### src/common/sme_pkg.sv
// shared constants for the step and motion event logic and its host
package sme_pkg;

    // register indices on the device register port
    localparam logic [7:0] SME_OFF_SOURCE     = 8'h00; // step_event_source
    localparam logic [7:0] SME_OFF_STATUS     = 8'h01; // embedded_status
    localparam logic [7:0] SME_OFF_MIRROR     = 8'h02; // embedded_status_mirror
    localparam logic [7:0] SME_OFF_ENABLE     = 8'h03; // embedded_enable_first
    localparam logic [7:0] SME_OFF_EVT_ROUTE  = 8'h04; // embedded_interrupt_route
    localparam logic [7:0] SME_OFF_PIN_ROUTE  = 8'h05; // interrupt_pin_route
    localparam logic [7:0] SME_OFF_CONTROL    = 8'h06; // latch, timebase, wrap select, reinit
    localparam logic [7:0] SME_OFF_PERIOD_L   = 8'h07; // step_window_period low byte
    localparam logic [7:0] SME_OFF_PERIOD_H   = 8'h08; // step_window_period high byte
    localparam logic [7:0] SME_OFF_COUNT_L    = 8'h09; // step count low byte
    localparam logic [7:0] SME_OFF_COUNT_H    = 8'h0a; // step count high byte

    // step_event_source field positions
    localparam int SME_SRC_CLEAR   = 7; // step_count_clear
    localparam int SME_SRC_SEEN    = 5; // step seen after debounce
    localparam int SME_SRC_WINDOW  = 4; // window_step_flag
    localparam int SME_SRC_WRAP    = 3; // counter wrap flag
    localparam int SME_SRC_INC     = 2; // count_increment_flag

    // status, enable and route field positions (shared layout)
    localparam int SME_BIT_STEP    = 3; // step event / pedometer enable / step route
    localparam int SME_BIT_MOTION  = 5; // motion event / motion enable / motion route
    localparam int SME_PIN_EMB     = 1; // embedded_event_route

    // control register field positions
    localparam int SME_CTL_TIMEBASE = 0; // timebase enable
    localparam int SME_CTL_WRAPSEL  = 1; // wrap-report select
    localparam int SME_CTL_REINIT   = 2; // motion_detect_reinit, self clearing
    localparam int SME_CTL_LATCH    = 7; // embedded_event_latch

    // reset values
    localparam logic [7:0]  SME_RST_BYTE   = 8'h00;
    localparam logic [15:0] SME_RST_COUNT  = 16'h0000;

    // timing: clock, embedded tick and window unit
    localparam int SME_CLK_NS        = 20;
    localparam int SME_TICK_NS       = 40_000_000; // one period of the 25 Hz tick
    localparam int SME_UNIT_NS       = 2_560_000;  // 2.56 ms window unit
    localparam int SME_TICK_CYCLES   = SME_TICK_NS / SME_CLK_NS;
    localparam int SME_UNIT_CYCLES   = SME_UNIT_NS / SME_CLK_NS;

    // step thresholds
    localparam int SME_DEBOUNCE_STEPS = 10; // default debounce
    localparam int SME_MOTION_STEPS   = 10; // event when more than this

    // host apb register offsets
    localparam logic [7:0] SME_APB_CMD    = 8'h00; // [7:0] addr [15:8] data [16] write
    localparam logic [7:0] SME_APB_STAT   = 8'h04; // [0] busy [15:8] read data [16] pin
    localparam logic [7:0] SME_APB_SETUP  = 8'h08; // [0] start setup sequence
    localparam int         SME_SETUP_LEN  = 5;

endpackage

### src/common/sme_if.sv
`timescale 1ns/1ns
`default_nettype none
// register port and interrupt pin between host and device
interface sme_if;
    logic       req;      // access request, held until ack
    logic       we;       // write when high
    logic [7:0] addr;     // register index
    logic [7:0] wdata;    // write data
    logic [7:0] rdata;    // read data, valid with ack
    logic       ack;      // one-cycle answer
    logic       int_pin;  // interrupt pin, active high

    modport dev (input req, we, addr, wdata, output rdata, ack, int_pin);
    modport hst (output req, we, addr, wdata, input rdata, ack, int_pin);
endinterface
`default_nettype wire

### src/rtl/sme_device.sv
`timescale 1ns/1ns
`default_nettype none
////////////////////////////////////////////////////////////////////////////////
// Notes on behaviour
// - count clear bit zeroes count, self-clears
// - step seen flag after debounce only
// - window period is 16-bit, 2.56 ms units
// - window flag at period end if stepped
// - zero period holds window flag low
// - host enables timebase for window timer
// - wrap flag when count reaches 2^16
// - increment flag per step, zero with period
// - step event selects wrap, increment or window
// - step event in status and mirror
// - step to pin needs both route bits
// - embedded interrupt pulses one tick
// - latch holds until status bit read
// - motion event after more than ten steps
// - motion detector restarts after event
// - motion enable activates, reinit clears detector
// - motion enable also runs step counting
// - motion to pin needs both route bits
// - motion event pulsed, in status and mirror
// - host runs the enable sequence
// - step count is 16-bit high/low bytes
// - count starts at the tenth step, gaps allowed
module sme_device
    import sme_pkg::*;
#(
    parameter int TICK_CYCLES = SME_TICK_CYCLES,
    parameter int UNIT_CYCLES = SME_UNIT_CYCLES,
    parameter int DEB_STEPS   = SME_DEBOUNCE_STEPS
) (
    // clock and reset
    input  wire logic clk_i,
    input  wire logic resetn_i,
    // register port and pin
    sme_if.dev        bus,
    // raw step detector output
    input  wire logic step_i,
    // observation of internal state
    output logic [15:0] step_count_o,
    output logic        tick_o
);
    ////////////////////////////////////////////////////////////////////////////
    // registers
    logic [15:0] count_q;            // step count
    logic [15:0] period_q;           // step_window_period
    logic [7:0]  enable_q;           // embedded_enable_first
    logic [7:0]  evt_route_q;        // embedded_interrupt_route
    logic [7:0]  pin_route_q;        // interrupt_pin_route
    logic [7:0]  control_q;          // latch, timebase, wrap select, reinit
    logic        clear_q;            // step_count_clear pending
    logic        seen_q, win_q, wrap_q, inc_q; // source flags
    logic        stepped_q;          // debounced step within window
    logic [7:0]  deb_q;              // raw steps while counting enabled
    logic [7:0]  mot_q;              // steps since motion init
    logic        pend_step_q, pend_mot_q; // events waiting for the tick
    logic        stat_step_q, stat_mot_q; // embedded status bits
    logic [7:0]  rdata_q;
    logic        ack_q;
    logic        int_q;

    ////////////////////////////////////////////////////////////////////////////
    // access decode
    logic access, wr, rd;
    logic wr_src, wr_en, wr_evt, wr_pin, wr_ctl, wr_pl, wr_ph;
    logic rd_src, rd_stat;
    assign access  = bus.req && !ack_q;  // one answer per request
    assign wr      = access && bus.we;
    assign rd      = access && !bus.we;
    assign wr_src  = wr && (bus.addr == SME_OFF_SOURCE);
    assign wr_en   = wr && (bus.addr == SME_OFF_ENABLE);
    assign wr_evt  = wr && (bus.addr == SME_OFF_EVT_ROUTE);
    assign wr_pin  = wr && (bus.addr == SME_OFF_PIN_ROUTE);
    assign wr_ctl  = wr && (bus.addr == SME_OFF_CONTROL);
    assign wr_pl   = wr && (bus.addr == SME_OFF_PERIOD_L);
    assign wr_ph   = wr && (bus.addr == SME_OFF_PERIOD_H);
    assign rd_src  = rd && (bus.addr == SME_OFF_SOURCE);
    // both the status page and its mirror clear latched bits
    assign rd_stat = rd && (bus.addr == SME_OFF_STATUS
                         || bus.addr == SME_OFF_MIRROR);

    ////////////////////////////////////////////////////////////////////////////
    // step qualification
    logic period_zero, count_en, latch, deb_ok, dstep, unit_tick, win_end;
    logic wrap_set, inc_set, win_set, step_ev, mot_ev, mot_en;
    assign period_zero = (period_q == 16'h0000);
    assign mot_en      = enable_q[SME_BIT_MOTION];
    // motion detection needs the counter even if pedometer is off
    assign count_en    = enable_q[SME_BIT_STEP] || mot_en;
    assign latch       = control_q[SME_CTL_LATCH];
    assign deb_ok      = (deb_q >= 8'(DEB_STEPS - 1));
    assign dstep       = step_i && count_en && deb_ok;
    assign wrap_set    = dstep && (count_q == 16'hffff);
    assign inc_set     = dstep && period_zero;
    assign win_set     = win_end && (stepped_q || dstep);
    // source selection for the step event
    assign step_ev     = control_q[SME_CTL_WRAPSEL] ? wrap_set
                       : (period_zero ? inc_set : win_set);
    assign mot_ev      = mot_en && dstep
                      && (mot_q >= 8'(SME_MOTION_STEPS));

    ////////////////////////////////////////////////////////////////////////////
    // timers: 25 Hz tick, 2.56 ms unit, window period in units
    logic win_run;
    assign win_run = control_q[SME_CTL_TIMEBASE] && !period_zero;

    sme_pulse_timer #(.W(32)) u_tick (
        .clk_i     (clk_i),
        .resetn_i  (resetn_i),
        .run_i     (1'b1),
        .restart_i (1'b0),
        .en_i      (1'b1),
        .limit_i   (32'(TICK_CYCLES)),
        .tick_o    (tick_o)
    );

    // unit prescaler restarts with the window so units line up
    sme_pulse_timer #(.W(32)) u_unit (
        .clk_i     (clk_i),
        .resetn_i  (resetn_i),
        .run_i     (win_run),
        .restart_i (wr_pl || wr_ph || win_end),
        .en_i      (1'b1),
        .limit_i   (32'(UNIT_CYCLES)),
        .tick_o    (unit_tick)
    );

    sme_pulse_timer #(.W(16)) u_window (
        .clk_i     (clk_i),
        .resetn_i  (resetn_i),
        .run_i     (win_run),
        .restart_i (wr_pl || wr_ph),
        .en_i      (unit_tick),
        .limit_i   (period_q),
        .tick_o    (win_end)
    );

    ////////////////////////////////////////////////////////////////////////////
    // configuration registers
    always_ff @(posedge clk_i or negedge resetn_i) begin
        if (!resetn_i) begin
            enable_q    <= SME_RST_BYTE;
            evt_route_q <= SME_RST_BYTE;
            pin_route_q <= SME_RST_BYTE;
            control_q   <= SME_RST_BYTE;
            period_q    <= SME_RST_COUNT;
        end else begin
            if (wr_en) enable_q <= bus.wdata;
            if (wr_evt) evt_route_q <= bus.wdata;
            if (wr_pin) pin_route_q <= bus.wdata;
            if (wr_ctl) begin
                control_q <= bus.wdata;
            end else begin
                control_q[SME_CTL_REINIT] <= 1'b0; // reinit self clears
            end
            if (wr_pl) period_q[7:0] <= bus.wdata;
            if (wr_ph) period_q[15:8] <= bus.wdata;
        end
    end

    ////////////////////////////////////////////////////////////////////////////
    // counters: step count, debounce, motion progress
    always_ff @(posedge clk_i or negedge resetn_i) begin
        if (!resetn_i) begin
            count_q <= SME_RST_COUNT;
            clear_q <= 1'b0;
            deb_q   <= SME_RST_BYTE;
            mot_q   <= SME_RST_BYTE;
        end else begin
            clear_q <= wr_src && bus.wdata[SME_SRC_CLEAR];
            if (clear_q) begin
                count_q <= SME_RST_COUNT;
            end else if (dstep) begin
                count_q <= count_q + 16'h0001;
            end
            if (step_i && count_en && !deb_ok) deb_q <= deb_q + 8'h01;
            // reinit, event or disable restart the motion detector
            if (control_q[SME_CTL_REINIT] || mot_ev || !mot_en) begin
                mot_q <= SME_RST_BYTE;
            end else if (dstep) begin
                mot_q <= mot_q + 8'h01;
            end
        end
    end

    ////////////////////////////////////////////////////////////////////////////
    // source flags: set wins over clear on read
    always_ff @(posedge clk_i or negedge resetn_i) begin
        if (!resetn_i) begin
            seen_q    <= 1'b0;
            win_q     <= 1'b0;
            wrap_q    <= 1'b0;
            inc_q     <= 1'b0;
            stepped_q <= 1'b0;
        end else begin
            seen_q    <= dstep || (seen_q && !rd_src);
            win_q     <= !period_zero && (win_set || (win_q && !rd_src));
            wrap_q    <= wrap_set || (wrap_q && !rd_src);
            inc_q     <= !period_zero ? 1'b0
                       : (inc_set || (inc_q && !rd_src));
            stepped_q <= !win_end && (stepped_q || dstep);
        end
    end

    ////////////////////////////////////////////////////////////////////////////
    // embedded status: events surface at the tick, last one tick or until read
    always_ff @(posedge clk_i or negedge resetn_i) begin
        if (!resetn_i) begin
            pend_step_q <= 1'b0;
            pend_mot_q  <= 1'b0;
            stat_step_q <= 1'b0;
            stat_mot_q  <= 1'b0;
        end else begin
            pend_step_q <= step_ev || (pend_step_q && !tick_o);
            pend_mot_q  <= mot_ev || (pend_mot_q && !tick_o);
            if (tick_o) begin
                // a new event at the tick wins over the read clear
                stat_step_q <= pend_step_q || (latch && stat_step_q && !rd_stat);
                stat_mot_q  <= pend_mot_q || (latch && stat_mot_q && !rd_stat);
            end else if (rd_stat && latch) begin
                stat_step_q <= 1'b0;
                stat_mot_q  <= 1'b0;
            end
        end
    end

    ////////////////////////////////////////////////////////////////////////////
    // read mux and answer
    logic [7:0] src_val, stat_val, rd_val;
    assign src_val  = {clear_q, 1'b0, seen_q, win_q, wrap_q, inc_q, 2'b00};
    assign stat_val = 8'({stat_mot_q, 1'b0, stat_step_q, 3'b000});
    always_comb begin
        case (bus.addr)
            SME_OFF_SOURCE:    rd_val = src_val;
            SME_OFF_STATUS,
            SME_OFF_MIRROR:    rd_val = stat_val;
            SME_OFF_ENABLE:    rd_val = enable_q;
            SME_OFF_EVT_ROUTE: rd_val = evt_route_q;
            SME_OFF_PIN_ROUTE: rd_val = pin_route_q;
            SME_OFF_CONTROL:   rd_val = control_q;
            SME_OFF_PERIOD_L:  rd_val = period_q[7:0];
            SME_OFF_PERIOD_H:  rd_val = period_q[15:8];
            SME_OFF_COUNT_L:   rd_val = count_q[7:0];
            SME_OFF_COUNT_H:   rd_val = count_q[15:8];
            default:           rd_val = SME_RST_BYTE; // unmapped reads zero
        endcase
    end

    // pin routing needs the event route and the global route
    logic int_d;
    assign int_d = pin_route_q[SME_PIN_EMB]
                && ((evt_route_q[SME_BIT_STEP] && stat_step_q)
                 || (evt_route_q[SME_BIT_MOTION] && stat_mot_q));

    always_ff @(posedge clk_i or negedge resetn_i) begin
        if (!resetn_i) begin
            ack_q   <= 1'b0;
            rdata_q <= SME_RST_BYTE;
            int_q   <= 1'b0;
        end else begin
            ack_q   <= access;
            int_q   <= int_d;
            if (rd) rdata_q <= rd_val;
        end
    end

    assign bus.ack      = ack_q;
    assign bus.rdata    = rdata_q;
    assign bus.int_pin  = int_q;
    assign step_count_o = count_q;
endmodule // sme_device
`default_nettype wire

### src/rtl/sme_pulse_timer.sv
`timescale 1ns/1ns
`default_nettype none
// counts enabled cycles and pulses on reaching the limit
module sme_pulse_timer #(
    parameter int W = 24
) (
    // clock and reset
    input  wire logic         clk_i,
    input  wire logic         resetn_i,
    // control
    input  wire logic         run_i,
    input  wire logic         restart_i,
    input  wire logic         en_i,
    input  wire logic [W-1:0] limit_i,
    // result
    output logic              tick_o
);
    logic [W-1:0] cnt_q;   // elapsed enabled cycles
    logic [W-1:0] cnt_d;
    logic         last;    // final count of this period

    assign last   = en_i && (cnt_q == limit_i - W'(1));
    assign tick_o = run_i && last;
    // restart or stop resets the phase so period ends stay regular
    assign cnt_d  = (!run_i || restart_i || last) ? '0
                  : (en_i ? cnt_q + W'(1) : cnt_q);

    always_ff @(posedge clk_i or negedge resetn_i) begin
        if (!resetn_i) begin
            cnt_q <= '0;
        end else begin
            cnt_q <= cnt_d;
        end
    end
endmodule // sme_pulse_timer
`default_nettype wire
### src/flat_wrapper.sv
// flat-port wrapper written by rule: the top's interface ports become plain ports
module sme_device_flat import sme_pkg::*;
#(
    parameter int TICK_CYCLES = SME_TICK_CYCLES,
    parameter int UNIT_CYCLES = SME_UNIT_CYCLES,
    parameter int DEB_STEPS   = SME_DEBOUNCE_STEPS
)
  (clk_i, resetn_i, step_i, step_count_o, tick_o, bus_req, bus_we, bus_addr, bus_wdata, bus_rdata, bus_ack, bus_int_pin);
  sme_if bus_i ();
  input  wire logic clk_i;
  input  wire logic resetn_i;
  input  wire logic step_i;
  output logic [15:0] step_count_o;
  output logic tick_o;
  input wire logic [$bits(bus_i.req)-1:0] bus_req;
  input wire logic [$bits(bus_i.we)-1:0] bus_we;
  input wire logic [$bits(bus_i.addr)-1:0] bus_addr;
  input wire logic [$bits(bus_i.wdata)-1:0] bus_wdata;
  output wire logic [$bits(bus_i.rdata)-1:0] bus_rdata;
  output wire logic [$bits(bus_i.ack)-1:0] bus_ack;
  output wire logic [$bits(bus_i.int_pin)-1:0] bus_int_pin;
  assign bus_i.req = bus_req;
  assign bus_i.we = bus_we;
  assign bus_i.addr = bus_addr;
  assign bus_i.wdata = bus_wdata;
  assign bus_rdata = bus_i.rdata;
  assign bus_ack = bus_i.ack;
  assign bus_int_pin = bus_i.int_pin;
  sme_device #(.TICK_CYCLES(TICK_CYCLES), .UNIT_CYCLES(UNIT_CYCLES), .DEB_STEPS(DEB_STEPS)) u_core (.clk_i(clk_i), .resetn_i(resetn_i), .bus(bus_i), .step_i(step_i), .step_count_o(step_count_o), .tick_o(tick_o));
endmodule
### config.mk
export PLATFORM = sky130hd
export DESIGN_NAME = sme_device_flat
export DESIGN_NICKNAME = d
export VERILOG_FILES = /design/src/common/sme_pkg.sv /design/src/common/sme_if.sv /design/src/rtl/sme_device.sv /design/src/rtl/sme_pulse_timer.sv /design/src/flat_wrapper.sv
export SDC_FILE = /design/constraint.sdc
export NUM_CORES = 1
export LEC_CHECK = 0
export ABC_AREA = 1
export BUFFER_PORTS_ARGS = -buffer_cell sky130_fd_sc_hd__buf_4
export CELL_PAD_IN_SITES_DETAIL_PLACEMENT = 1
export CELL_PAD_IN_SITES_GLOBAL_PLACEMENT = 2
export CORE_ASPECT_RATIO = 0.9
export CORE_MARGIN = 1.5
export CORE_UTILIZATION = 37
export CTS_CLUSTER_SIZE = 30
export DETAILED_ROUTE_END_ITERATION = 10
export PLACE_DENSITY_LB_ADDON = 0.25
export REMOVE_ABC_BUFFERS = 1
export SLEW_MARGIN = 20
export SYNTH_ARGS = -nofsm -noshare
export SYNTH_HDL_FRONTEND = slang
export SYNTH_SLANG_ARGS = --single-unit
export TNS_END_PERCENT = 10
### constraint.sdc
create_clock -name clk_i -period 2.05 [get_ports clk_i]
set_input_delay 0.1025 -clock clk_i [delete_from_list [all_inputs] [get_ports clk_i]]
set_output_delay 0.1025 -clock clk_i [all_outputs]
set_load 0.01 [all_outputs]
==> flow_metrics.env <==
export IMPL_avgSynthCellArea_um2=7.682
export IMPL_io_buffers=47
export IMPL_fillers=3240
export IMPL_max_freq_mhz=474.5
export IMPL_fin_nets=1478
export IMPL_remaining_drc_errors=0
export IMPL_clock_sinks=180
export IMPL_drive_above_1_share=0.1872
export IMPL_avgViaCountPerCell=5.082
export IMPL_die_area_mm2=0.02769
export IMPL_synthTopCellsByArea="dfrtp_1, nand2_1, nor2_1"
export IMPL_synth_seq_area_share=0.4559
export IMPL_drtPass1Iterations=5
export IMPL_synth_async_reset_ratio=1.000
export IMPL_synth_largest_area_cell="dfrtp_1"
export IMPL_num_vias=9178
export IMPL_setup_tns_final_ps=-353.9
export IMPL_synth_top_flop_cell="dfrtp_1"
export IMPL_die_x_um=175.2
export IMPL_endpoint_kind="register"
export IMPL_hold_class="input pin to register"
export IMPL_routed_wl_mm=31.40
export IMPL_r2r_slack_ps=-60
export IMPL_p_per_area_mw_per_mm2=621.8
export IMPL_first_iter_violations=517
export IMPL_p_switching_uw=1969
export IMPL_worstReg2RegStart="u_core.period_q[1]"
export IMPL_finalNonFillerCells=1806
export IMPL_antenna_found_initial=0
export IMPL_vdd_drop_max_uv=567.7
export IMPL_drt_wirelength_per_cell_um=17.38
export IMPL_fin_util=0.4737
export IMPL_cts_tree="yes"
export IMPL_antenna_cells=0
export IMPL_syn_inst=1286
export IMPL_synth_area_mm2=0.009879
export IMPL_crit_type="register to register"
export IMPL_cts_reportedPaths_clkPinSlew_ps=80
export IMPL_whs_path_depth=5
export IMPL_hold_start="bus_we"
export IMPL_drv_slew=0
export IMPL_gp_congestion=0.8371
export IMPL_crit_required_ps=2410
export IMPL_synth_edff_count=0
export IMPL_crit_arrival_ps=2470
export IMPL_synth_most_common_cell="nand2_1"
export IMPL_dp_final_hpwl_mm=23.51
export IMPL_leakage_uw=0.005603
export IMPL_placed_cells=1751
export IMPL_max_cap_viol_count=0
export IMPL_power_frac_seq=0.480
export IMPL_ios=48
export IMPL_worst_hold_slack_ps=54.24
export IMPL_netlist_top_cells_count="nand2_1, dfrtp_1, nor2_1"
export IMPL_finalCriticalPeriod_ps=2108
export IMPL_grt_pass1_wl_mm=50.45
export IMPL_internal_power_uw=5728
export IMPL_core_area_mm2=0.02614
export IMPL_ant_nets=0
export IMPL_reg2reg_depth=16
export IMPL_die_h_um=158.0
export IMPL_grt_max_degree=60
export IMPL_outcome="finished, violations left"
export IMPL_rsz0062_at_grt="yes"
export IMPL_grt_overflow_total=0
export IMPL_setup_viol=16
export IMPL_areaGrowthSynthToFinish_pct=25.32
export IMPL_hold_path_endpoint="u_core.bus.rdata[2]"
export IMPL_cts_root_buf="clkbuf_16"
export IMPL_pwr_share_clk=0.465
export IMPL_synth_cell_type_count=46
export IMPL_post_route_period_util=1.028
export IMPL_swShare=0.2558
export IMPL_final_cell_area_mm2=0.01238
export IMPL_setup_worst_path_start_class="register"
export IMPL_clk_path_buf_depth=2
export IMPL_dpl_cell_area_mm2=0.01129
export IMPL_numCtsBuffers=17
export IMPL_track_usage=0.2353
export IMPL_failed_checks="negative setup slack"
export IMPL_skew_ps=17.13
export IMPL_clkLatencyLatePin_ps=460
export IMPL_pwr_share_comb=0.054
export IMPL_worst_slew_pin_slew_ps=719.9
export IMPL_ys_ff_latch=180
export IMPL_relSlewSlack=0.5157
export IMPL_ys_warn_count=0
export IMPL_synth_top_cell_area_share=0.4559
export IMPL_grt_pass1_vias=9364
export IMPL_r2r_end="u_core.u_unit.cnt_q[18]"
export IMPL_path_max_fanout=8
export IMPL_start_util=0.3780
export IMPL_hold_violations=0
export IMPL_rows=56
export IMPL_setup_ws_ps=-57.53
export IMPL_htreeDepth=4
-- layer usage --
layer	wire [µm]	GRT usage	share of wire
met5	0	0	0
met4	369	0.05739	0.012
met3	762	0.03386	0.024
met2	14510	0.3796	0.46
met1	15760	0.3331	0.50
-- worst max path at each step --
stage / depth (start not counted) / end / from / slack, ps
floorplan: 9 / u_core.u_window.cnt_q[10] / u_core.period_q[0] / -520
global placement: 12 / u_core.u_window.cnt_q[6] / u_core.period_q[11] / -40
detailed placement: 16 / u_core.u_unit.cnt_q[30] / u_core.period_q[1] / -90
CTS: 13 / u_core.u_unit.cnt_q[18] / u_core.period_q[0] / -50
global route: 15 / u_core.u_unit.cnt_q[16] / u_core.period_q[1] / -210
finish: 16 / u_core.u_unit.cnt_q[18] / u_core.period_q[1] / -60
-- kinds of logic after synthesis --
family	share of synthesized area
AO/OA/AOI/OAI	0.08169
XOR/XNOR	0.06472
adder cells (fa/ha/maj)	0.01393
buffers and inverters	0.07535
flip-flops	0.4559
AND/OR/NAND/NOR	0.3084
-- layout make-up --
class,count,area (µm²),share of cell area
Clock buffer,17,425.4,0.03436
Multi-Input combinational cell,917,4840,0.3909
Inverter,165,624.3,0.05043
Clock inverter,14,192.7,0.01556
Tap cell,348,435.4,0.03517
Sequential cell,180,4508,0.3641
Timing Repair Buffer,165,1355,0.1094
-- power by group through the flow --
stage	registers [µW]	clock network, µW	logic (µW)
final	3700	3580	418
after global routing	3710	3800	469
after CTS	3690	3670	422
after detailed placement	3760	0	392
after global placement	3760	0	379
after floorplan	3740	0	158
-- through the flow --
stage                     power (µW)  setup slack [ps]
final                           7698            -57.53
after global routing            7975            -209.3
after CTS                       7781            -54.76
after detailed placement        4152            -91.90
after global placement          4136            -41.15
after floorplan                 3900            -520.7
-- sequential cells by signal (all words and copies together), names as in the netlist, 16 cells and up --
register / flops
u_core.period_q: 16
u_core.step_count_o: 16
u_core.u_tick.cnt_q: 32
u_core.u_unit.cnt_q: 32
u_core.u_window.cnt_q: 16
-- cells in the final DEF, fill, tap and decap left out, types with 6 or more instances in the layout --
| master | synthesis | layout |
|---|---|---|
| nand4_1 | 39 | 39 |
| inv_1 | 155 | 150 |
| nand2_2 | 3 | 11 |
| nor2_1 | 169 | 151 |
| nor3_2 | 4 | 8 |
| o21ai_0 | 84 | 83 |
| xnor2_1 | 17 | 17 |
| clkbuf_16 | 0 | 17 |
| nand3_1 | 73 | 69 |
| nor2_4 | 4 | 11 |
| nor4_1 | 18 | 17 |
| o22ai_1 | 9 | 9 |
| a21oi_1 | 24 | 23 |
| dlygate4sd3_1 | 0 | 10 |
| dfrtp_1 | 180 | 177 |
| xor2_1 | 56 | 56 |
| buf_4 | 1 | 145 |
| nor3_1 | 54 | 50 |
| nand2_1 | 297 | 287 |
| ha_1 | 11 | 9 |
| inv_2 | 9 | 12 |
| nor2_2 | 12 | 23 |
| nand3b_1 | 6 | 6 |
-- critical path, stage by stage, from the launching register on --
cell and delay, ps:
dfrtp_1 410, inv_2 110, buf_4 130, nand2_1 70, nor2_2 170, nand2_1 90
nand2_1 70, nand3_1 80, nand2_1 90, nor2_2 50, nand2_1 60, nor2_2 50
nand2_2 90, nand3_4 120, buf_12 150, buf_16 140, nor3_1 140
-- timing repair --
action                                  4_1_cts  5_1_grt
hold buffers                                 10        0
resized for setup                            31       41
buffers inserted                              6        8
endpoints found under the setup margin       47       69
gates cloned                                  2        0
hold endpoints to repair                     67        0
pin swaps                                     4       15
Note: power is estimated with default switching activity, not from simulation.
